### src/dfss_params.svh
// constants for the serial-port transfer controller: offsets, fields, reset values
// assumes a 32-bit APB master; printed offsets are word indexes, byte address is four times the index
//
// Operation
// - tx_empty_flag at 1 starts a RAM-to-transmit-data copy and clears the flag.
// - rx_full_flag at 1 starts a receive-data-to-RAM copy and clears the flag.
// - after the programmed transfers complete, raise that channel's CPU interrupt.
// - xfer_mode_field 00 means normal mode; xfer_size_field 00 means byte transfers.
// - src_addr_mode 10 increments source_pointer per transfer; 00 keeps it fixed.
// - dst_addr_mode 10 increments dest_pointer per transfer; 00 keeps it fixed.
// - per_transfer_irq_select 0 interrupts the CPU once the count is finished.
// - chain_enable 0 means one activation performs exactly one transfer.
// - transfer_counter holds the number of transfers; 0x20 gives 32 bytes.
// - activation enable bit 0x0400 selects transmit-empty, 0x0800 selects receive-full.
// - skip_reread 0 reloads the transfer information on every activation.
// - sync_mode_select 1 puts the serial port in clock-synchronous operation.
// - char_length_select 0 gives 8 data bits per character.
// - clock source 00 uses the internal bit-rate clock, driven out on the clock pin.
// - tx_irq_enable gates the transmit-empty request: 1 passes, 0 suppresses.
// - rx_irq_enable gates both receive-full and receive-error requests.
// - transmitter runs only with tx_enable_bit 1, receiver only with rx_enable_bit 1; a running frame finishes if tx_enable_bit clears with rx_enable_bit 1.
// - serial status reads 0x84 after reset: empty and end flags set.
// - bit-rate value 124, undivided clock, gives 100 kbit/s; one bit is 4*(N+1) clocks.
// - each data bit is driven from one falling clock edge to the next.
// - bits go out LSB first; the line then holds the last bit.
`ifndef DFSS_PARAMS_SVH
`define DFSS_PARAMS_SVH
`define DFSS_IDX_ACT_EN 32'hfffe6008
`define DFSS_IDX_XFER_CTRL 32'hfffe6010
`define DFSS_IDX_VEC_BASE 32'hfffe6014
`define DFSS_IDX_SER_MODE 32'hffff9000
`define DFSS_IDX_BIT_RATE 32'hffff9002
`define DFSS_IDX_SER_CTRL 32'hffff9004
`define DFSS_IDX_SER_STAT 32'hffff9008
`define DFSS_IDX_TX_DATA 32'h00000010
`define DFSS_IDX_RX_DATA 32'h00000011
`define DFSS_IDX_INFO_BASE 32'h00000100
`define DFSS_IDX_RAM_BASE 32'h00000200
`define DFSS_ACT_TX_BIT 10
`define DFSS_ACT_RX_BIT 11
`define DFSS_CTRL_SKIP_BIT 3
`define DFSS_INFO_KIND_LSB 14
`define DFSS_INFO_SIZE_LSB 12
`define DFSS_INFO_SRC_LSB 10
`define DFSS_INFO_CHAIN_BIT 7
`define DFSS_INFO_EACH_IRQ_BIT 5
`define DFSS_INFO_DST_LSB 2
`define DFSS_ADDR_INC 2'b10
`define DFSS_SER_STAT_RESET 8'h84
`endif

### src/dfss_pkg.sv
// types shared by the serial-port transfer controller
// assumes nothing of its surroundings
`default_nettype none
package dfss_pkg;
  typedef enum logic [3:0] {
    DMA_IDLE = 4'b0001,
    DMA_LOAD = 4'b0010,
    DMA_MOVE = 4'b0100,
    DMA_WBACK = 4'b1000
  } dfss_dma_e;
endpackage : dfss_pkg
`default_nettype wire

### src/dfss_top.sv
// transfer controller feeding a clock-synchronous serial port, with 64-byte on-chip RAM
// assumes an APB master on clk_sys and a serial partner on clock/data pins sampled by clk_sys
`include "dfss_params.svh"
`timescale 1ns/1ns
`default_nettype none
module dfss_top (
  input wire logic clk_sys,
  input wire logic rst,
  input wire logic psel,
  input wire logic penable,
  input wire logic pwrite,
  input wire logic [31:0] paddr,
  input wire logic [31:0] pwdata,
  output logic [31:0] prdata,
  output logic pready,
  output logic pslverr,
  input wire logic sckIn,
  output logic sckOut,
  output logic sckOe,
  input wire logic rxdIn,
  output logic txdOut,
  output logic txIrq,
  output logic rxIrq,
  output logic errIrq
);

  // ----------------------------------------
  // decode helpers
  // ----------------------------------------
  function automatic logic hitIdx(input logic [29:0] a, input logic [31:0] k);
    return a == k[29:0];
  endfunction : hitIdx

  function automatic logic modeOk(input logic [15:0] m);
    return m[`DFSS_INFO_KIND_LSB +: 2] == 2'b00 && m[`DFSS_INFO_SIZE_LSB +: 2] == 2'b00;
  endfunction : modeOk

  logic [29:0] idx;
  logic setupPh;
  logic accPh;
  logic wrEn;
  logic [31:0] rdVal;
  logic rdOk;
  logic infoHit;
  logic ramHit;

  logic [15:0] actEn;
  logic [7:0] xferCtrl;
  logic [31:0] vecBase;
  logic [7:0] serMode;
  logic [7:0] bitRate;
  logic [7:0] serCtrl;
  logic [15:0] infoMode [0:1];
  logic [31:0] infoSrc [0:1];
  logic [31:0] infoDst [0:1];
  logic [15:0] infoCnt [0:1];
  logic [7:0] ram [0:63];

  logic txEmpty;
  logic rxFull;
  logic orer;
  logic tx_end_flag;
  logic [7:0] tdr;
  logic [7:0] rdr;

  dfss_pkg::dfss_dma_e state;
  dfss_pkg::dfss_dma_e next_state;
  logic ch;
  logic lastCh;
  logic lastValid;
  logic [15:0] wMode;
  logic [31:0] wSrc;
  logic [31:0] wDst;
  logic [15:0] wCnt;
  logic [1:0] donePend;

  assign idx = paddr[31:2];
  assign setupPh = psel & ~penable;
  assign accPh = psel & penable & pready;
  assign wrEn = accPh & pwrite & ~pslverr;
  assign infoHit = idx[29:3] == 27'(`DFSS_IDX_INFO_BASE >> 3);
  assign ramHit = idx[29:6] == 24'(`DFSS_IDX_RAM_BASE >> 6);

  // ----------------------------------------
  // APB slave: one access cycle, no wait states
  // ----------------------------------------
  always_comb
  begin
    rdVal = 32'h0;
    rdOk = 1'b1;
    if (hitIdx(idx, `DFSS_IDX_ACT_EN)) rdVal = {16'h0, actEn};
    else if (hitIdx(idx, `DFSS_IDX_XFER_CTRL)) rdVal = {24'h0, xferCtrl};
    else if (hitIdx(idx, `DFSS_IDX_VEC_BASE)) rdVal = vecBase;
    else if (hitIdx(idx, `DFSS_IDX_SER_MODE)) rdVal = {24'h0, serMode};
    else if (hitIdx(idx, `DFSS_IDX_BIT_RATE)) rdVal = {24'h0, bitRate};
    else if (hitIdx(idx, `DFSS_IDX_SER_CTRL)) rdVal = {24'h0, serCtrl};
    else if (hitIdx(idx, `DFSS_IDX_SER_STAT)) rdVal = {24'h0, txEmpty, rxFull, orer, 2'b00, tx_end_flag, 2'b00};
    else if (hitIdx(idx, `DFSS_IDX_TX_DATA)) rdVal = {24'h0, tdr};
    else if (hitIdx(idx, `DFSS_IDX_RX_DATA)) rdVal = {24'h0, rdr};
    else if (infoHit)
    begin
      case (idx[1:0])
        2'h0: rdVal = {16'h0, infoMode[idx[2]]};
        2'h1: rdVal = infoSrc[idx[2]];
        2'h2: rdVal = infoDst[idx[2]];
        default: rdVal = {16'h0, infoCnt[idx[2]]};
      endcase
    end
    else if (ramHit) rdVal = {24'h0, ram[idx[5:0]]};
    else rdOk = 1'b0;
  end

  always_ff @(posedge clk_sys)
  begin
    if (rst)
    begin
      pready <= 1'b0;
      prdata <= 32'h0;
      pslverr <= 1'b0;
    end
    else
    begin
      pready <= setupPh;
      pslverr <= setupPh & ~rdOk;
      if (setupPh) prdata <= rdOk ? rdVal : 32'h0;
    end
  end

  // ----------------------------------------
  // configuration and transfer information
  // ----------------------------------------
  logic canTx;
  logic canRx;
  logic startTx;
  logic startRx;
  logic doneEv;

  assign canTx = actEn[`DFSS_ACT_TX_BIT] && infoCnt[0] != 16'h0 && modeOk(infoMode[0]);
  assign canRx = actEn[`DFSS_ACT_RX_BIT] && infoCnt[1] != 16'h0 && modeOk(infoMode[1]);
  assign startTx = txEmpty & serCtrl[7] & canTx;
  assign startRx = rxFull & serCtrl[6] & canRx;
  // interrupt after every transfer when selected, otherwise only once the count runs out
  assign doneEv = state == dfss_pkg::DMA_WBACK && (wCnt == 16'h0 || wMode[`DFSS_INFO_EACH_IRQ_BIT]);

  always_ff @(posedge clk_sys)
  begin
    if (rst)
    begin
      actEn <= 16'h0;
      xferCtrl <= 8'h0;
      vecBase <= 32'h0;
      serMode <= 8'h0;
      bitRate <= 8'hff;
      serCtrl <= 8'h0;
      for (int i = 0; i < 2; i++)
      begin
        infoMode[i] <= 16'h0;
        infoSrc[i] <= 32'h0;
        infoDst[i] <= 32'h0;
        infoCnt[i] <= 16'h0;
      end
    end
    else
    begin
      if (wrEn && hitIdx(idx, `DFSS_IDX_ACT_EN)) actEn <= pwdata[15:0];
      if (wrEn && hitIdx(idx, `DFSS_IDX_XFER_CTRL)) xferCtrl <= pwdata[7:0];
      if (wrEn && hitIdx(idx, `DFSS_IDX_VEC_BASE)) vecBase <= pwdata;
      if (wrEn && hitIdx(idx, `DFSS_IDX_SER_MODE)) serMode <= pwdata[7:0];
      if (wrEn && hitIdx(idx, `DFSS_IDX_BIT_RATE)) bitRate <= pwdata[7:0];
      if (wrEn && hitIdx(idx, `DFSS_IDX_SER_CTRL)) serCtrl <= pwdata[7:0];
      if (wrEn && infoHit)
      begin
        case (idx[1:0])
          2'h0: infoMode[idx[2]] <= pwdata[15:0];
          2'h1: infoSrc[idx[2]] <= pwdata;
          2'h2: infoDst[idx[2]] <= pwdata;
          default: infoCnt[idx[2]] <= pwdata[15:0];
        endcase
      end
      // write-back wins over a software write landing in the same cycle
      if (state == dfss_pkg::DMA_WBACK)
      begin
        infoSrc[ch] <= wSrc;
        infoDst[ch] <= wDst;
        infoCnt[ch] <= wCnt;
        if (doneEv) actEn[ch ? `DFSS_ACT_RX_BIT : `DFSS_ACT_TX_BIT] <= 1'b0;
      end
    end
  end

  // ----------------------------------------
  // transfer engine
  // ----------------------------------------
  always_comb
  begin
    case (state)
      dfss_pkg::DMA_IDLE: next_state = (startTx | startRx) ? dfss_pkg::DMA_LOAD : dfss_pkg::DMA_IDLE;
      dfss_pkg::DMA_LOAD: next_state = dfss_pkg::DMA_MOVE;
      dfss_pkg::DMA_MOVE: next_state = dfss_pkg::DMA_WBACK;
      // chaining is not offered: every activation ends after one byte
      dfss_pkg::DMA_WBACK: next_state = dfss_pkg::DMA_IDLE;
      default: next_state = dfss_pkg::DMA_IDLE;
    endcase
  end

  always_ff @(posedge clk_sys)
  begin
    if (rst)
    begin
      state <= dfss_pkg::DMA_IDLE;
      ch <= 1'b0;
    end
    else
    begin
      state <= next_state;
      // receive wins: a late receive byte overruns, a late transmit byte only stalls
      if (state == dfss_pkg::DMA_IDLE) ch <= startRx;
    end
  end

  logic dmaTxLoad;
  logic dmaRxStore;
  logic [7:0] ramRd;

  assign dmaTxLoad = state == dfss_pkg::DMA_MOVE && !ch;
  assign dmaRxStore = state == dfss_pkg::DMA_MOVE && ch;
  assign ramRd = ram[wSrc[5:0]];

  always_ff @(posedge clk_sys)
  begin
    if (rst)
    begin
      wMode <= 16'h0;
      wSrc <= 32'h0;
      wDst <= 32'h0;
      wCnt <= 16'h0;
      lastCh <= 1'b0;
      lastValid <= 1'b0;
    end
    else if (state == dfss_pkg::DMA_LOAD)
    begin
      if (!(xferCtrl[`DFSS_CTRL_SKIP_BIT] && lastValid && lastCh == ch))
      begin
        wMode <= infoMode[ch];
        wSrc <= infoSrc[ch];
        wDst <= infoDst[ch];
        wCnt <= infoCnt[ch];
      end
      lastCh <= ch;
      lastValid <= 1'b1;
    end
    else if (state == dfss_pkg::DMA_MOVE)
    begin
      if (wMode[`DFSS_INFO_SRC_LSB +: 2] == `DFSS_ADDR_INC) wSrc <= wSrc + 32'd1;
      if (wMode[`DFSS_INFO_DST_LSB +: 2] == `DFSS_ADDR_INC) wDst <= wDst + 32'd1;
      wCnt <= wCnt - 16'd1;
    end
  end

  // memory has no reset; software loads it before enabling a channel
  always_ff @(posedge clk_sys)
  begin
    if (dmaRxStore) ram[wDst[5:0]] <= rdr;
    else if (wrEn && ramHit) ram[idx[5:0]] <= pwdata[7:0];
  end

  // ----------------------------------------
  // serial port: pins, bit clock, shifters
  // ----------------------------------------
  logic syncMode;
  logic intClk;
  logic [2:0] lastBit;
  logic sckS1;
  logic sckS2;
  logic sckD;
  logic rxS1;
  logic rxS2;
  logic [15:0] halfMax;
  logic [15:0] genCnt;
  logic tick;
  logic fall;
  logic rise;
  logic busy;
  logic txOn;
  logic rxOn;
  logic [2:0] bitCnt;
  logic [7:0] txShift;
  logic [7:0] rxShift;

  assign syncMode = serMode[7];
  assign lastBit = serMode[6] ? 3'd6 : 3'd7;
  assign intClk = ~serCtrl[1];
  // half bit = 2*(N+1)*4^n clocks, so a bit takes 4*(N+1)*4^n clocks
  assign halfMax = (16'(bitRate) + 16'd1) << {serMode[1:0], 1'b1};
  assign tick = busy && intClk && genCnt == halfMax - 16'd1;
  assign fall = intClk ? (tick & sckOut) : (sckD & ~sckS2);
  assign rise = intClk ? (tick & ~sckOut) : (~sckD & sckS2);

  always_ff @(posedge clk_sys)
  begin
    if (rst)
    begin
      sckS1 <= 1'b1;
      sckS2 <= 1'b1;
      sckD <= 1'b1;
      rxS1 <= 1'b1;
      rxS2 <= 1'b1;
    end
    else
    begin
      sckS1 <= sckIn;
      sckS2 <= sckS1;
      sckD <= sckS2;
      rxS1 <= rxdIn;
      rxS2 <= rxS1;
    end
  end

  always_ff @(posedge clk_sys)
  begin
    if (rst || !busy || !intClk)
    begin
      genCnt <= 16'h0;
      sckOut <= 1'b1;
    end
    else if (tick)
    begin
      genCnt <= 16'h0;
      sckOut <= ~sckOut;
    end
    else genCnt <= genCnt + 16'd1;
  end

  always_ff @(posedge clk_sys)
  begin
    if (rst) sckOe <= 1'b0;
    else sckOe <= syncMode & intClk;
  end

  always_ff @(posedge clk_sys)
  begin
    if (rst)
    begin
      txEmpty <= 1'b1;
      rxFull <= 1'b0;
      orer <= 1'b0;
      tx_end_flag <= 1'b1;
      tdr <= 8'h0;
      rdr <= 8'h0;
      txShift <= 8'h0;
      rxShift <= 8'h0;
      txdOut <= 1'b1;
      busy <= 1'b0;
      txOn <= 1'b0;
      rxOn <= 1'b0;
      bitCnt <= 3'd0;
    end
    else
    begin
      // software clears first so that any hardware set below wins
      if (wrEn && hitIdx(idx, `DFSS_IDX_SER_STAT))
      begin
        if (!pwdata[7]) txEmpty <= 1'b0;
        if (!pwdata[6]) rxFull <= 1'b0;
        if (!pwdata[5]) orer <= 1'b0;
      end
      if (wrEn && hitIdx(idx, `DFSS_IDX_TX_DATA)) tdr <= pwdata[7:0];
      if (dmaTxLoad)
      begin
        tdr <= ramRd;
        txEmpty <= 1'b0;
      end
      if (dmaRxStore) rxFull <= 1'b0;
      if (!busy)
      begin
        if (syncMode && ((serCtrl[5] && !txEmpty) || (serCtrl[4] && !serCtrl[5] && !rxFull)))
        begin
          busy <= 1'b1;
          bitCnt <= 3'd0;
          txOn <= serCtrl[5];
          rxOn <= serCtrl[4];
          if (serCtrl[5])
          begin
            txShift <= tdr;
            txEmpty <= 1'b1;
            tx_end_flag <= 1'b0;
          end
        end
      end
      else if (!(serCtrl[5] || serCtrl[4])) busy <= 1'b0;
      else
      begin
        if (fall && txOn)
        begin
          txdOut <= txShift[0];
          txShift <= {1'b0, txShift[7:1]};
        end
        if (rise)
        begin
          rxShift <= {rxS2, rxShift[7:1]};
          bitCnt <= bitCnt + 3'd1;
          if (bitCnt == lastBit)
          begin
            busy <= 1'b0;
            if (rxOn && serCtrl[4])
            begin
              if (rxFull && !dmaRxStore) orer <= 1'b1;
              else
              begin
                rdr <= serMode[6] ? {1'b0, rxS2, rxShift[7:2]} : {rxS2, rxShift[7:1]};
                rxFull <= 1'b1;
              end
            end
            if (txOn && (txEmpty || !serCtrl[5])) tx_end_flag <= 1'b1;
          end
        end
      end
    end
  end

  // ----------------------------------------
  // CPU requests
  // ----------------------------------------
  always_ff @(posedge clk_sys)
  begin
    if (rst)
    begin
      donePend <= 2'b00;
      txIrq <= 1'b0;
      rxIrq <= 1'b0;
      errIrq <= 1'b0;
    end
    else
    begin
      if (wrEn && hitIdx(idx, `DFSS_IDX_SER_STAT)) donePend <= 2'b00;
      if (doneEv) donePend[ch] <= 1'b1;
      txIrq <= serCtrl[7] & ((txEmpty & ~canTx) | donePend[0]);
      rxIrq <= serCtrl[6] & ((rxFull & ~canRx) | donePend[1]);
      errIrq <= serCtrl[6] & orer;
    end
  end
endmodule : dfss_top
`default_nettype wire

### config.mk
export PLATFORM = sky130hd
export DESIGN_NAME = dfss_top
export DESIGN_NICKNAME = d
export VERILOG_FILES = /design/src/dfss_pkg.sv /design/src/dfss_top.sv
export VERILOG_INCLUDE_DIRS = /design/src
export SDC_FILE = /design/constraint.sdc
export NUM_CORES = 2
export LEC_CHECK = 0
export ABC_AREA = 1
export BUFFER_PORTS_ARGS = -buffer_cell sky130_fd_sc_hd__buf_2
export CAP_MARGIN = 20
export CORE_ASPECT_RATIO = 1.4
export CORE_MARGIN = 1.5
export CORE_UTILIZATION = 45
export CTS_BUF_LIST = sky130_fd_sc_hd__clkbuf_4
export DETAILED_ROUTE_END_ITERATION = 7
export PLACE_DENSITY_LB_ADDON = 0.12
export SLEW_MARGIN = 5
export SYNTH_ARGS = -nofsm -noshare
export SYNTH_HDL_FRONTEND = slang
export SYNTH_SLANG_ARGS = --single-unit
export TNS_END_PERCENT = 5
### constraint.sdc
create_clock -name clk_sys -period 4.6 [get_ports clk_sys]
set_input_delay 0.69 -clock clk_sys [delete_from_list [all_inputs] [get_ports clk_sys]]
set_output_delay 0.69 -clock clk_sys [all_outputs]
set_load 0.01 [all_outputs]
==> flow_summary.yaml <==
outcome:
  status: "finished, final reports clean"
critical_path:
  path_cells: "ha_1 -> nand3_1 -> nor3_1 -> inv_1 -> nor2_1 -> nand4_1 -> nor2_1 -> nand3_1 -> nor2_2 -> nand4_1 -> nor3_1 -> nand2_1 -> a21oi_1 -> o21ai_1 -> a31oi_1"
  crit_cells: 15
  cp_max_fo: 5
  rr_worst_depth: 15
  cpLargestDelayFamily: "simple AND/OR/NAND/NOR gates"
  critPathKind: "reg2reg"
  arrival_ns: 5.02
  max_stage_delay_ns: 0.50
  crit_path_end_kind: "flip-flop"
  crit_buf_inv: 1
  start_kind: "flip-flop"
  r2r-start: "wDst[1]$_SDFFE_PP0P_"
  critPathLaunch: "wDst[1]$_SDFFE_PP0P_"
  critPathRequiredTime_ns: 5.74
  crit_slowest_cell: "nor3_1"
floorplanning:
  die_h_um: 395
  coreArea_um2: 109000
  dieWidth_um: 283
  start_util: 0.455
  rows: 143
  ioPinCount: 111
  fp.dieArea_um2: 112000
global_routing:
  grt_start_max_net_pins: 104
  grt_pass1_wl_mm: 276
  antenna_found_initial: 7
  overflow: 0
  grtUsageTotal: 0.331
  first_global_vias: 43500
logic_synthesis:
  syn_area_um2: 49500
  ys_ff_latch: 987
  synthCells: 5640
  yosysTopAreaCellShare: 0.427
  seq_area_frac_synth: 0.542
  yosys_warnings: 0
  avgSynthCellArea_um2: 8.77
  synth.area.top_cells: "edfxtp_1, dfxtp_1, o21ai_0"
  synth_flop_cell: "edfxtp_1"
  synth_edf_count: 704
  async_reset_ff_frac: 0
  ys_types: 61
  synth_largest_area_cell: "edfxtp_1"
  synth_nets: 5718
clock_network:
  cts.path.max_buffers: 3
  numClockSinks: 987
  cts_resized: 0
  root_buffer: "clkbuf_4"
  clk_latency_ns: 1.22
  cts_tree: "done"
  postCtsSetupBuffers: 0
  clk_pin_slew_ns: 0.07
  h-tree-depth: 4
  cts_buffers: 238
  holdBufCountCts: 36
drt:
  routed_wirelength_mm: 189
  vias: 45400
  drt_pre_antenna_iters: 8
  wl_per_cell_um: 25.2
  drc: 0
  antenna_left: 0
  viasPerCell: 6.04
  drtIter0Drc: 4619
power:
  ir_drop_mv: 0.242
  p_per_area_nw_per_um2: 317
  power.static_leakage_nw: 21.6
timing:
  timing.setup.tns_ns: 0
  rsz0062_at_grt: "no"
  fmax_ghz: 0.257
  finalCritPeriodShare: 0.845
  slew_headroom: 0.180
  finClkSkew_ns: 0.0585
  final-max-slew-violation-count: 0
  period_needed_ns: 3.89
  worst_pin_slew_ns: 1.22
  setup_viol: 0
  setup_ws_ns: 0.713
  hold_viol_final: 0
layout:
  final_cell_mix: "nand2_1, edfxtp_1, o21ai_0"
  final_common_cell: "nand2_1"
  drive_gt1_frac: 0.139
  syn_to_final_growth_pct: 13.2
  finalNetCount: 5941
worst_hold_path:
  holdPathStages: 3
  hold_class: "in2reg"
  min_from: "pwdata[1]"
job:
  drv_cap: 0
placed_design:
  portBuffers: 108
  preCtsSetupSlack_ns: 0.417
  place.gp.congestion: 0.969
  dpl.hpwl_mm: 127
state kept, by name, summed over array words and instances (netlist names), 8 cells and up, named ones only:
signal	cells
serCtrl	8
tdr	8
prdata	32
wCnt	16
bitRate	8
infoDst	64
wDst	32
genCnt	16
rdr	8
infoCnt	32
actEn	16
txShift	8
ram	512
xferCtrl	8
vecBase	32
serMode	8
wSrc	32
infoSrc	64
infoMode	32
per-layer routing:
metal	share of wire	GRT usage	up-vias	wire, um
li1	-	-	20700	-
met1	0.36	0.377	21600	67500
met2	0.47	0.542	2431	89100
met3	0.081	0.0606	651	15400
met4	0.092	0.272	2	17300
met5	0.000037	0	-	7
layout make-up:
class / instances / area [um2]
Antenna cell: 8 / 20.0
Tap cell: 1450 / 1810
Multi-Input combinational cell: 3825 / 19700
Fill cell: 10400 / 52800
Inverter: 459 / 1740
Clock buffer: 346 / 2600
Timing Repair Buffer: 352 / 2830
Sequential cell: 987 / 26800
Clock inverter: 91 / 502
worst reg2reg max path, cell delays in order, from the launching register on:
cell     delay [ns]
dfxtp_1        0.47
ha_1           0.25
nand3_1        0.31
nor3_1         0.24
inv_1          0.13
nor2_1         0.20
nand4_1        0.28
nor2_1         0.29
nand3_1        0.15
nor2_2         0.24
nand4_1        0.24
nor3_1         0.50
nand2_1        0.17
a21oi_1        0.15
o21ai_1        0.08
a31oi_1        0.12
report_power, final:
group          internal (mW)  switching (mW)  total, mW
registers               9.47          0.0274       9.50
clock network           3.68            3.75       7.43
logic                  0.193           0.611      0.804
cells in the mapped netlist, drive strengths merged, types with 4 or more instances:
cell type and count:
a22oi 220, nor2 680, nand4 54, o32ai 8, ha 7, a22o 7, nor3 77, dfxtp 283
o211ai 74, nand3 174, a211oi 37, a21oi 322, xor2 49, o31ai 5, o21ai 701, o22ai 285
nand2 915, clkinv 4, o2111ai 5, a31oi 67, edfxtp 704, o221ai 33, nor4 35, inv 455
buf 66, clkbuf 303, a221oi 21, or2 26
worst paths after layout:
kind	end	slack [ns]
min	infoCnt[1][1]$_DFFE_PP_	0.14
min reg2reg	sckS2$_SDFF_PP1_	0.41
max reg2reg	wDst[28]$_SDFFE_PP0P_	0.71
max	wDst[28]$_SDFFE_PP0P_	0.71
cells by family after synthesis:
logic type	share of synthesized area
and+or+nand+nor	0.169
AOI/OAI and AO/OA	0.215
DFF	0.542
buffers and inverters	0.0641
xor gates and xnor gates	0.00903
adders and majority gates	0.00177
muxes	0.000202
through the flow:
step | power (mW) | area, um2 | instances | hold slack (ns) | util
after floorplan | 10.0 | 49500 | 5640 | 0.389 | -
final | 17.7 | 56000 | 7518 | 0.137 | 0.515
after global routing | 18.3 | 56000 | 7517 | 0.0460 | 0.515
after CTS | 17.8 | 55900 | 7507 | 0.00205 | 0.514
after detailed placement | 10.4 | 52400 | 7034 | 0.396 | 0.482
after global placement | 10.4 | 52400 | 7033 | 0.395 | 0.482
(Power assumes the default switching activity.)
